## src/timer_bank_regs.vh

```
// Register map and field constants of the five-channel timer bank
`ifndef TIMER_BANK_REGS_VH
`define TIMER_BANK_REGS_VH

// Printed offsets are not all multiples of four: these are register indices
`define T1_COMPARE_A 20'h48188
`define T1_COMPARE_B 20'h4818A
`define T1_COUNT 20'h4818C
`define T1_CONTROL 20'h4818E
`define T2_COMPARE_A 20'h48190
`define T2_COMPARE_B 20'h48192
`define T2_COUNT 20'h48194
`define T2_CONTROL 20'h48196
`define T3_COMPARE_A 20'h48198
`define T3_COMPARE_B 20'h4819A
`define T3_COUNT 20'h4819C
`define T3_CONTROL 20'h4819E
`define T4_COMPARE_A 20'h481A0
`define T4_COMPARE_B 20'h481A2
`define T4_COUNT 20'h481A4
`define T4_CONTROL 20'h481A6
`define T5_COMPARE_A 20'h481A8
`define T5_COMPARE_B 20'h481AA
`define T5_COUNT 20'h481AC
`define T5_CONTROL 20'h481AE

// Channel stride in index units and the byte-address width
`define CHANNEL_STRIDE 20'h00008
`define ADDR_WIDTH 22

// Register slot within a channel (index low bits [2:1])
`define SLOT_COMPARE_A 2'h0
`define SLOT_COMPARE_B 2'h1
`define SLOT_COUNT 2'h2
`define SLOT_CONTROL 2'h3

// Control fields
`define CTRL_FINE 6
`define CTRL_SHADOW 5
`define CTRL_INVERT 4
`define CTRL_EXT_CLK 3
`define CTRL_CLK_OUT 2
`define CTRL_CLEAR 1
`define CTRL_RUN 0
`define CTRL_RESET 7'h00
`define CTRL_RW_MASK 8'h7D

`endif

```

## src/timer_channel.v

```verilog
// One 16-bit programmable timer channel
//
// The implementer's own choice: the APB slave port.
`timescale 1ns/10ps
module timer_channel (
    // Clock and reset
    input wire i_clk,
    input wire i_rst_n,
    // Register writes
    input wire i_wr_a,
    input wire i_wr_b,
    input wire i_wr_ctrl,
    input wire [15:0] i_wdata,
    // Count source
    input wire i_ext_clk,
    // State
    output wire [15:0] o_compare_a,
    output wire [15:0] o_compare_b,
    output wire [15:0] o_count,
    output wire [6:0] o_ctrl,
    output reg o_timer_out
);
`include "timer_bank_regs.vh"

    reg [15:0] active_a;
    reg [15:0] active_b;
    reg [15:0] shadow_a;
    reg [15:0] shadow_b;
    reg [15:0] count;
    reg [6:0] ctrl;
    reg ext_prev;
    reg timer_level;
    reg half_step;
    reg next_timer_out;

    wire shadow_on = ctrl[`CTRL_SHADOW];
    wire soft_clear = i_wr_ctrl && i_wdata[`CTRL_CLEAR];
    wire ext_edge = i_ext_clk && !ext_prev;
    wire tick = ctrl[`CTRL_RUN] && (ctrl[`CTRL_EXT_CLK] ? ext_edge : 1'b1);
    wire match_a = tick && (count == active_a);
    wire match_b = tick && (count == active_b);
    wire reload = soft_clear || match_b;

    assign o_compare_a = shadow_on ? shadow_a : active_a;
    assign o_compare_b = shadow_on ? shadow_b : active_b;
    assign o_count = count;
    assign o_ctrl = ctrl;

    // ------------------------------------------------------------
    // Control register
    // ------------------------------------------------------------
    always @(posedge i_clk or negedge i_rst_n) begin
        if (!i_rst_n) begin
            ctrl <= `CTRL_RESET;
        end else if (i_wr_ctrl) begin
            ctrl <= i_wdata[6:0] & 7'h7D;
        end
    end

    // ------------------------------------------------------------
    // Compare values, shadow and counter
    // ------------------------------------------------------------
    always @(posedge i_clk) begin
        if (i_wr_a && shadow_on) begin
            shadow_a <= i_wdata;
        end
        if (i_wr_b && shadow_on) begin
            shadow_b <= i_wdata;
        end
        if (i_wr_a && !shadow_on) begin
            active_a <= i_wdata;
        end else if (reload && shadow_on) begin
            active_a <= shadow_a;
        end
        if (i_wr_b && !shadow_on) begin
            active_b <= i_wdata;
        end else if (reload && shadow_on) begin
            active_b <= shadow_b;
        end
        if (reload) begin
            count <= 16'h0000;
        end else if (tick) begin
            count <= count + 16'h0001;
        end
    end

    // ------------------------------------------------------------
    // Output waveform
    // ------------------------------------------------------------
    always @* begin
        if (!ctrl[`CTRL_CLK_OUT]) begin
            next_timer_out = ctrl[`CTRL_INVERT];
        end else if (ctrl[`CTRL_FINE] && half_step) begin
            next_timer_out = (!timer_level) ^ ctrl[`CTRL_INVERT];
        end else begin
            next_timer_out = timer_level ^ ctrl[`CTRL_INVERT];
        end
    end

    always @(posedge i_clk or negedge i_rst_n) begin
        if (!i_rst_n) begin
            ext_prev <= 1'b0;
            timer_level <= 1'b0;
            half_step <= 1'b0;
            o_timer_out <= 1'b0;
        end else begin
            ext_prev <= i_ext_clk;
            if (reload) begin
                timer_level <= 1'b0;
            end else if (match_a) begin
                timer_level <= 1'b1;
            end
            // Fine mode: delay the A edge by one clock cycle when active compare B is odd
            half_step <= match_a && ctrl[`CTRL_FINE] && active_b[0];
            o_timer_out <= next_timer_out;
        end
    end
endmodule

```

## src/timer_bank.v

```verilog
// APB register bank for five 16-bit programmable timers
`timescale 1ns/10ps
module timer_bank (
    // Clock and reset
    input wire i_clk,
    input wire i_rst_n,
    // APB slave
    input wire i_psel,
    input wire i_penable,
    input wire i_pwrite,
    input wire [21:0] i_paddr,
    input wire [31:0] i_pwdata,
    output reg [31:0] o_prdata,
    output reg o_pready,
    output reg o_pslverr,
    // Timer pins
    input wire [4:0] i_ext_count_clk,
    output reg [4:0] o_timer_clock_output
);
`include "timer_bank_regs.vh"

    // ------------------------------------------------------------
    // Address decode
    // ------------------------------------------------------------
    wire [19:0] index = i_paddr[21:2];
    wire [19:0] rel = index - `T1_COMPARE_A;
    wire aligned = (i_paddr[1:0] == 2'h0) && (rel[0] == 1'b0);
    wire mapped = aligned && (index >= `T1_COMPARE_A) && (index <= `T5_CONTROL);
    wire [2:0] chan = rel[5:3];
    wire [1:0] slot = rel[2:1];
    wire setup = i_psel && !i_penable;
    wire wr_go = setup && i_pwrite && mapped;

    // Pin synchronisers
    reg [4:0] ext_meta;
    reg [4:0] ext_sync;
    always @(posedge i_clk or negedge i_rst_n) begin
        if (!i_rst_n) begin
            ext_meta <= 5'h00;
            ext_sync <= 5'h00;
        end else begin
            ext_meta <= i_ext_count_clk;
            ext_sync <= ext_meta;
        end
    end

    // ------------------------------------------------------------
    // Channels
    // ------------------------------------------------------------
    wire [79:0] cmp_a;
    wire [79:0] cmp_b;
    wire [79:0] cnt;
    wire [34:0] ctl;
    wire [4:0] tout;
    genvar g;
    generate
        for (g = 0; g < 5; g = g + 1) begin : ch
            wire sel = wr_go && (chan == g);
            timer_channel u_chan (
                .i_clk(i_clk),
                .i_rst_n(i_rst_n),
                .i_wr_a(sel && (slot == `SLOT_COMPARE_A)),
                .i_wr_b(sel && (slot == `SLOT_COMPARE_B)),
                .i_wr_ctrl(sel && (slot == `SLOT_CONTROL)),
                .i_wdata(i_pwdata[15:0]),
                .i_ext_clk(ext_sync[g]),
                .o_compare_a(cmp_a[g*16 +: 16]),
                .o_compare_b(cmp_b[g*16 +: 16]),
                .o_count(cnt[g*16 +: 16]),
                .o_ctrl(ctl[g*7 +: 7]),
                .o_timer_out(tout[g])
            );
        end
    endgenerate

    // ------------------------------------------------------------
    // Read mux and APB response
    // ------------------------------------------------------------
    reg [31:0] next_prdata;
    always @* begin
        next_prdata = 32'h00000000;
        case (slot)
            `SLOT_COMPARE_A: next_prdata[15:0] = cmp_a[chan*16 +: 16];
            `SLOT_COMPARE_B: next_prdata[15:0] = cmp_b[chan*16 +: 16];
            `SLOT_COUNT: next_prdata[15:0] = cnt[chan*16 +: 16];
            default: next_prdata[6:0] = ctl[chan*7 +: 7] & 7'h7D;
        endcase
        if (!mapped || i_pwrite) begin
            next_prdata = 32'h00000000;
        end
    end

    // One-cycle access phase: answer registered during setup
    always @(posedge i_clk or negedge i_rst_n) begin
        if (!i_rst_n) begin
            o_prdata <= 32'h00000000;
            o_pready <= 1'b0;
            o_pslverr <= 1'b0;
            o_timer_clock_output <= 5'h00;
        end else begin
            o_pready <= setup;
            o_pslverr <= setup && (!mapped || (i_pwrite && slot == `SLOT_COUNT));
            if (setup) begin
                o_prdata <= next_prdata;
            end
            o_timer_clock_output <= tout;
        end
    end
endmodule

```

## config.mk

```make
export PLATFORM = sky130hd
export DESIGN_NAME = timer_bank
export DESIGN_NICKNAME = d
export VERILOG_FILES = /design/src/timer_channel.v /design/src/timer_bank.v
export VERILOG_INCLUDE_DIRS = /design/src
export SDC_FILE = /design/constraint.sdc
export NUM_CORES = 1
export LEC_CHECK = 0
export BUFFER_PORTS_ARGS = -buffer_cell sky130_fd_sc_hd__buf_2
export CAP_MARGIN = 15
export CORE_MARGIN = 8
export CORE_UTILIZATION = 50
export DETAILED_ROUTE_END_ITERATION = 7
export GPL_ROUTABILITY_DRIVEN = 0
export PLACE_DENSITY = 0.67
export RECOVER_POWER = 50
export SYNTH_ARGS = -nofsm -noshare
export SYNTH_HDL_FRONTEND = slang
export SYNTH_SLANG_ARGS = --single-unit
```

## constraint.sdc

```tcl
create_clock -name i_clk -period 4.6 [get_ports i_clk]
set_clock_uncertainty 0.15 [all_clocks]
set_input_delay 0.92 -clock i_clk [delete_from_list [all_inputs] [get_ports i_clk]]
set_output_delay 0.92 -clock i_clk [all_outputs]
set_load 0.05 [all_outputs]
```

==> impl_metrics.tcl, run 1 <==
set metrics [dict create \
    status "finished, violations left" \
    violations "capacitance limit, slew limit" \
    worst_pin_slew_ps 2970 \
    route.detailed.drc 0 \
    final_antenna_net_count 0 \
    syn_area_um2 24700 \
    yosysSeqAreaShare_pct 53.7 \
    end_kind "register" \
    gr-usage-all-layers_pct 25.3 \
    post_cts_buffers 0 \
    rrSetupSlack_ps 1280 \
    worst_path_most_repeated_cell "clkbuf_1" \
    crit_path_cell_trace "buf_2, or3_1, nor4b_1, and3_2, a211oi_4, a21o_4, clkbuf_1, nor4_1, clkbuf_1" \
    cts_max_path_buffers 3 \
    dr.pass1.iters 8 \
    power_frac_clock_pct 44.7 \
    grt_first_pass_wirelength_mm 108 \
    drt-wirelength-per-cell_um 26.6 \
    vias 16938 \
    numCtsBuffers 53 \
    yosysWarnings 0 \
    h-tree-depth 2 \
    criticalPathCategory "input pin to register" \
    avgSynthCellArea_um2 12.3 \
    root_buffer "clkbuf_16" \
    fin_nets 2123 \
    crit_required_ps 4670 \
    synth_adder_area_share_pct 0.506 \
    initial_core_util_pct 50.6 \
    syn2layout_area_growth_pct 10.4 \
    hold_viol_final 0 \
    max_freq_mhz 245 \
    crit_fanout 16 \
    cp_top_family "simple AND/OR/NAND/NOR gates" \
    switchingPower_uw 2140 \
    critPathMaxStageDelay_ps 810 \
    synth.area.top_cells "edfxtp_1 39%, mux2_2 9.7%, dfrtp_1 8.4%" \
    cts_hold_buf 0 \
    synthArstFlopShare_pct 17.2 \
    synth-edff-count 320 \
    clkTransAtPathRegs_ps 60 \
    synth_mux_area_share_pct 17.2 \
    drt_iter0_drc 1865 \
    drv_cap 17 \
    synth-compound-area-share_pct 6.36 \
    synth_flop_cell "edfxtp_1" \
    die-area_um2 56800 \
    synth_top_area_share_pct 38.9 \
    min_path_type "register to register" \
    finalCritPeriodShare_pct 88.6 \
    clk_latency_ps 620 \
    yosys.area_share.xor_xnor_pct 8.68 \
    cts.sinks 483 \
    switching_share_pct 23.3 \
    cp_data_arrival_time_ps 4150 \
    synth_simple_gate_area_share_pct 10.2 \
    rows 81 \
    ys_seq_elements 483 \
    min_period_ps 4070 \
    pwr-share-comb_pct 4.9 \
    io_buffers 70 \
    first_global_vias 16461 \
    setup-violations-final 0 \
    seqPwrFrac_pct 50.4 \
    timing.final.ws_setup_ps 527 \
    tritoncts "built" \
    yosysUniqueCellTypes 62 \
    core_region_area_um2 48800 \
    relSlewSlack_pct -97.7 \
    antenna_found_initial 0 \
    diodes 0 \
    synth_common_cells "320 x edfxtp_1, 214 x mux2_2, 153 x xnor2_1" \
    intPower_uw 7070 \
    power_uw 9220 \
    crit_buf_inv 3 \
    viasPerCell 6.14 \
    grt_max_degree 91 \
    drv_slew 397 \
    wl_mm 73.3 \
    overflow 0 \
    layout-drive-gt1-share_pct 21.1 \
    dp_hpwl_mm 51.4 \
    rsz0062_at_grt "false" \
    critPathSlowestCell "clkbuf_1" \
    cts_resized 0 \
    power.leakage_uw 0.00935 \
    syn_inst 2016 \
    ir_drop_uv 285 \
    synth_top_cell_by_area "edfxtp_1" \
    cp-start-kind "input pin" \
    synth_top_family_by_area "multiplexers" \
    place_ws_ps 322 \
    die_h_um 238 \
    io_pins 103 \
    yosysMostFrequentCell "edfxtp_1" \
    p_per_area_nw_per_um2 338 \
    dieWidth_um 238 \
]
cell type report:
class | count | area, um2
clock buffer | 85 | 1580
tap | 664 | 831
timing repair buffer | 130 | 724
sequential | 483 | 13300
multi-input combinational | 1369 | 10700
clock inverter | 15 | 106
fill | 4098 | 21600
inverter | 12 | 45.0
power by group through the flow:
stage / logic, uW / registers, uW / clock network, uW
global route: 468 / 4640 / 4340
detailed placement: 441 / 4730 / 0
CTS: 442 / 4640 / 4170
finish: 450 / 4640 / 4120
global placement: 436 / 4730 / 0
floorplan: 234 / 4720 / 0
logic make-up (layout without fill, tap and decap cells):
family	Yosys count	in the layout
compound gates	224	224
xor+xnor	245	245
fa+ha+maj	10	10
buf+inv	179	242
flops	483	483
mux	382	382
other cells	1	16
simple gates	492	492
sequential cells by signal, summed over array words and instances (netlist names):
| name | count |
|---|---|
| ext_meta | 5 |
| ch.u_chan.shadow_b | 80 |
| ch.u_chan.o_count | 80 |
| ch.u_chan.half_step | 5 |
| ext_sync | 5 |
| ch.u_chan.o_timer_out | 5 |
| ch.u_chan.active_b | 80 |
| ch.u_chan.shadow_a | 80 |
| ch.u_chan.o_ctrl | 30 |
| o_timer_clock_output | 5 |
| o_pready | 1 |
| ch.u_chan.timer_level | 5 |
| o_prdata | 16 |
| o_pslverr | 1 |
| ch.u_chan.active_a | 80 |
| ch.u_chan.ext_prev | 5 |
worst paths after layout:
check,from,end,cells past startpoint
max in group asynchronous,i_rst_n,ch[2].u_chan.o_ctrl[5],2
min in group asynchronous,i_rst_n,o_timer_clock_output[4],1
max reg2reg,ch[3].u_chan.o_ctrl[5],o_prdata[4],8
min,ch[4].u_chan.o_timer_out,o_timer_clock_output[4],0
min reg2reg,ch[4].u_chan.o_timer_out,o_timer_clock_output[4],0
max,i_paddr[13],ch[4].u_chan.shadow_b[2],9
per-layer routing:
layer / global-route usage, % / share of wire [%] / wire (um)
met4: 9.60 / 3.8 / 2750
met1: 37.5 / 44 / 32200
met2: 35.5 / 41 / 30400
met5: 0 / 0 / 0
met3: 5.93 / 11 / 8050
stage by stage:
step                hold slack (ps)  util, %  std cells  cell area (um2)  TNS (ps)
global placement                183     52.7       2658            25800         0
CTS                             198     56.2       2758            27400         0
floorplan                       181        -       2031            24800    -16890
detailed placement              188     52.7       2658            25800         0
finish                          199     55.9       2758            27300         0
global route                    205     55.9       2758            27300         0
placed cells by master, fill, tap and decap left out, types with 70 or more instances in the layout:
| cell type | count |
|---|---|
| edfxtp_1 | 320 |
| mux2_2 | 214 |
| xnor2_1 | 153 |
| nor2_1 | 141 |
| mux2i_1 | 137 |
| nand2_1 | 117 |
| xor2_1 | 92 |
| dfxtp_1 | 80 |
| dfrtp_1 | 79 |
| nand3_1 | 70 |
| clkbuf_1 | 70 |
(Power assumes the default switching activity.)
==> run 2: changes to the inputs <==
--- a/config.mk
+++ b/config.mk
@@ -12,7 +12,8 @@
 export CORE_UTILIZATION = 50
 export DETAILED_ROUTE_END_ITERATION = 7
 export GPL_ROUTABILITY_DRIVEN = 0
-export PLACE_DENSITY = 0.67
+export HOLD_SLACK_MARGIN = 0.15
+export PLACE_DENSITY = 0.72
 export RECOVER_POWER = 50
 export SYNTH_ARGS = -nofsm -noshare
 export SYNTH_HDL_FRONTEND = slang
==> run 2 against run 1 <==
Compared with the run above:
- the run still ends with capacitance limit, slew limit left
- routed wire length is 0.53% higher
- power is 1.0% lower
- worst hold slack worse by 5.6 ps
- non-clock buffer count is 2 higher
- core utilization is 0.051 points lower
- via count is 1.6% higher
- die area stayed put
- combinational power hardly changed
- final area hardly changed
- critical endpoint is now ch[3].u_chan.active_b[5]
==> impl_metrics.tcl, run 2 (synthesis gave the netlist of run 1 again) <==
set metrics [dict create \
    post_dp_cell_area_um2 25800 \
    first_global_vias 17194 \
    setup_tns_ps 0 \
    end_kind "register" \
    vias 17213 \
    dr.pass1.iters 7 \
    fin_nets 2123 \
    worst_pin_slew_ps 2100 \
    status "finished, violations left" \
    fillers 4101 \
    seq_area_um2 13300 \
    multi_input_area_um2 10700 \
    seqPwrFrac_pct 50.9 \
    dp_cells 2658 \
    p_per_area_nw_per_um2 335 \
    criticalPathCategory "input pin to register" \
    crit_required_ps 4790 \
    grt_max_degree 91 \
    critPathSlowestCell "a21o_1" \
    cp_data_arrival_time_ps 4280 \
    final_common_cell "edfxtp_1" \
    cp_top_family "compound AO/OA/AOI/OAI gates" \
    cts_max_path_buffers 3 \
    final_cell_count_no_fill 2756 \
    cts_resized 0 \
    switching_share_pct 23.2 \
    io_buffers 70 \
    pwr-share-comb_pct 5.0 \
    initial_core_util_pct 50.6 \
    gr-usage-met3_pct 5.21 \
    antenna_found_initial 1 \
    gr-usage-all-layers_pct 25.7 \
    overflow 0 \
    top_usage_layer "met2" \
    core_region_area_um2 48800 \
    violations "capacitance limit, slew limit" \
    gr-usage-met2_pct 37.8 \
    numCtsBuffers 51 \
    h-tree-depth 2 \
    grt_use_met1_pct 36.9 \
    clk_latency_ps 610 \
    cts.sinks 483 \
    power_frac_clock_pct 44.1 \
    diodes 0 \
    crit_path_cell_trace "buf_2, or4_1, a31oi_1, and4b_1, a211oi_4, a21o_1, buf_4, nor4_4, buf_4, mux2_4" \
    relSlewSlack_pct -39.7 \
    drv_cap 17 \
    crit_fanout 24 \
    cts_hold_buf 0 \
    crit_buf_inv 3 \
    rows 81 \
    drt_iter0_drc 2233 \
    clkTransAtPathRegs_ps 60 \
    die_h_um 238 \
    power_uw 9120 \
    layout-drive-gt1-share_pct 21.1 \
    min_period_ps 4090 \
    ir_drop_uv 280 \
    intPower_uw 7010 \
    drv_slew 419 \
    worst_path_most_repeated_cell "buf_4" \
    setup-violations-final 0 \
    post-route-util_pct 55.8 \
    root_buffer "clkbuf_16" \
    dieWidth_um 238 \
    design_area_um2 27300 \
    die-area_um2 56800 \
    tritoncts "built" \
    rsz0062_at_grt "false" \
    syn2layout_area_growth_pct 10.3 \
    dp_hpwl_mm 51.4 \
    hold_viol_final 0 \
    critPathMaxStageDelay_ps 1010 \
    viasPerCell 6.25 \
    max_freq_mhz 245 \
    route.detailed.drc 0 \
    io_pins 103 \
    drt-wirelength-per-cell_um 26.8 \
    min_path_type "register to register" \
    power.leakage_uw 0.00936 \
    grt_first_pass_wirelength_mm 111 \
    layout_common_cells "320 x edfxtp_1, 214 x mux2_2, 153 x xnor2_1" \
    post_cts_buffers 0 \
    cp-start-kind "input pin" \
    wl_mm 73.7 \
    final_antenna_net_count 0 \
    finalCritPeriodShare_pct 88.8 \
    switchingPower_uw 2120 \
]
-- run 2: worst reg2reg max path: stages (launching register included) --
cell,delay [ps]
dfrtp_2,1060
nor2b_1,140
a211oi_1,470
a211oi_1,110
a2111oi_0,740
o22ai_1,260
a21oi_1,320
o21ai_0,120
-- run 2: per-stage QoR --
stage | worst slack (ps) | hold slack [ps]
finish | 514 | 193
global route | 383 | 208
CTS | 828 | 196
detailed placement | 218 | 185
global placement | 342 | 185
floorplan | -234 | 181
-- run 2: final cells by class --
cell class,count,share of cell area [%]
Clock buffer,75,5.41
Clock inverter,21,0.532
Inverter,12,0.165
Multi-Input combinational cell,1369,39.3
Sequential cell,483,48.8
Tap cell,664,3.05
Timing Repair Buffer,132,2.74
-- run 2: power groups by stage --
stage / Sequential, uW / Combinational (uW) / Clock, uW
floorplan: 4720 / 234 / 0
global placement: 4730 / 434 / 0
detailed placement: 4730 / 440 / 0
CTS: 4640 / 443 / 4070
global route: 4640 / 469 / 4220
finish: 4650 / 452 / 4030
-- run 2: routing by layer --
metal  routed length (um)  part of all wire, %  vias up
met5                    0                    0        -
met4                 3010                  4.1        0
met3                 8680                   12      189
met2                31600                   43     1067
met1                30500                   41     8524
li1                     -                    -     7433
-- run 2: worst paths after layout --
path | startpoint | to | slack (ps) | depth (start not counted)
max | i_paddr[7] | ch[3].u_chan.active_b[5] | 510 | 10
min | ch[2].u_chan.o_timer_out | o_timer_clock_output[2] | 190 | 0
max reg2reg | ch[3].u_chan.o_ctrl[5] | o_prdata[5] | 1100 | 7
min reg2reg | ch[2].u_chan.o_timer_out | o_timer_clock_output[2] | 190 | 0
max in group asynchronous | i_rst_n | ch[3].u_chan.o_ctrl[5] | 2150 | 1
min in group asynchronous | i_rst_n | ch[4].u_chan.ext_prev | 780 | 1
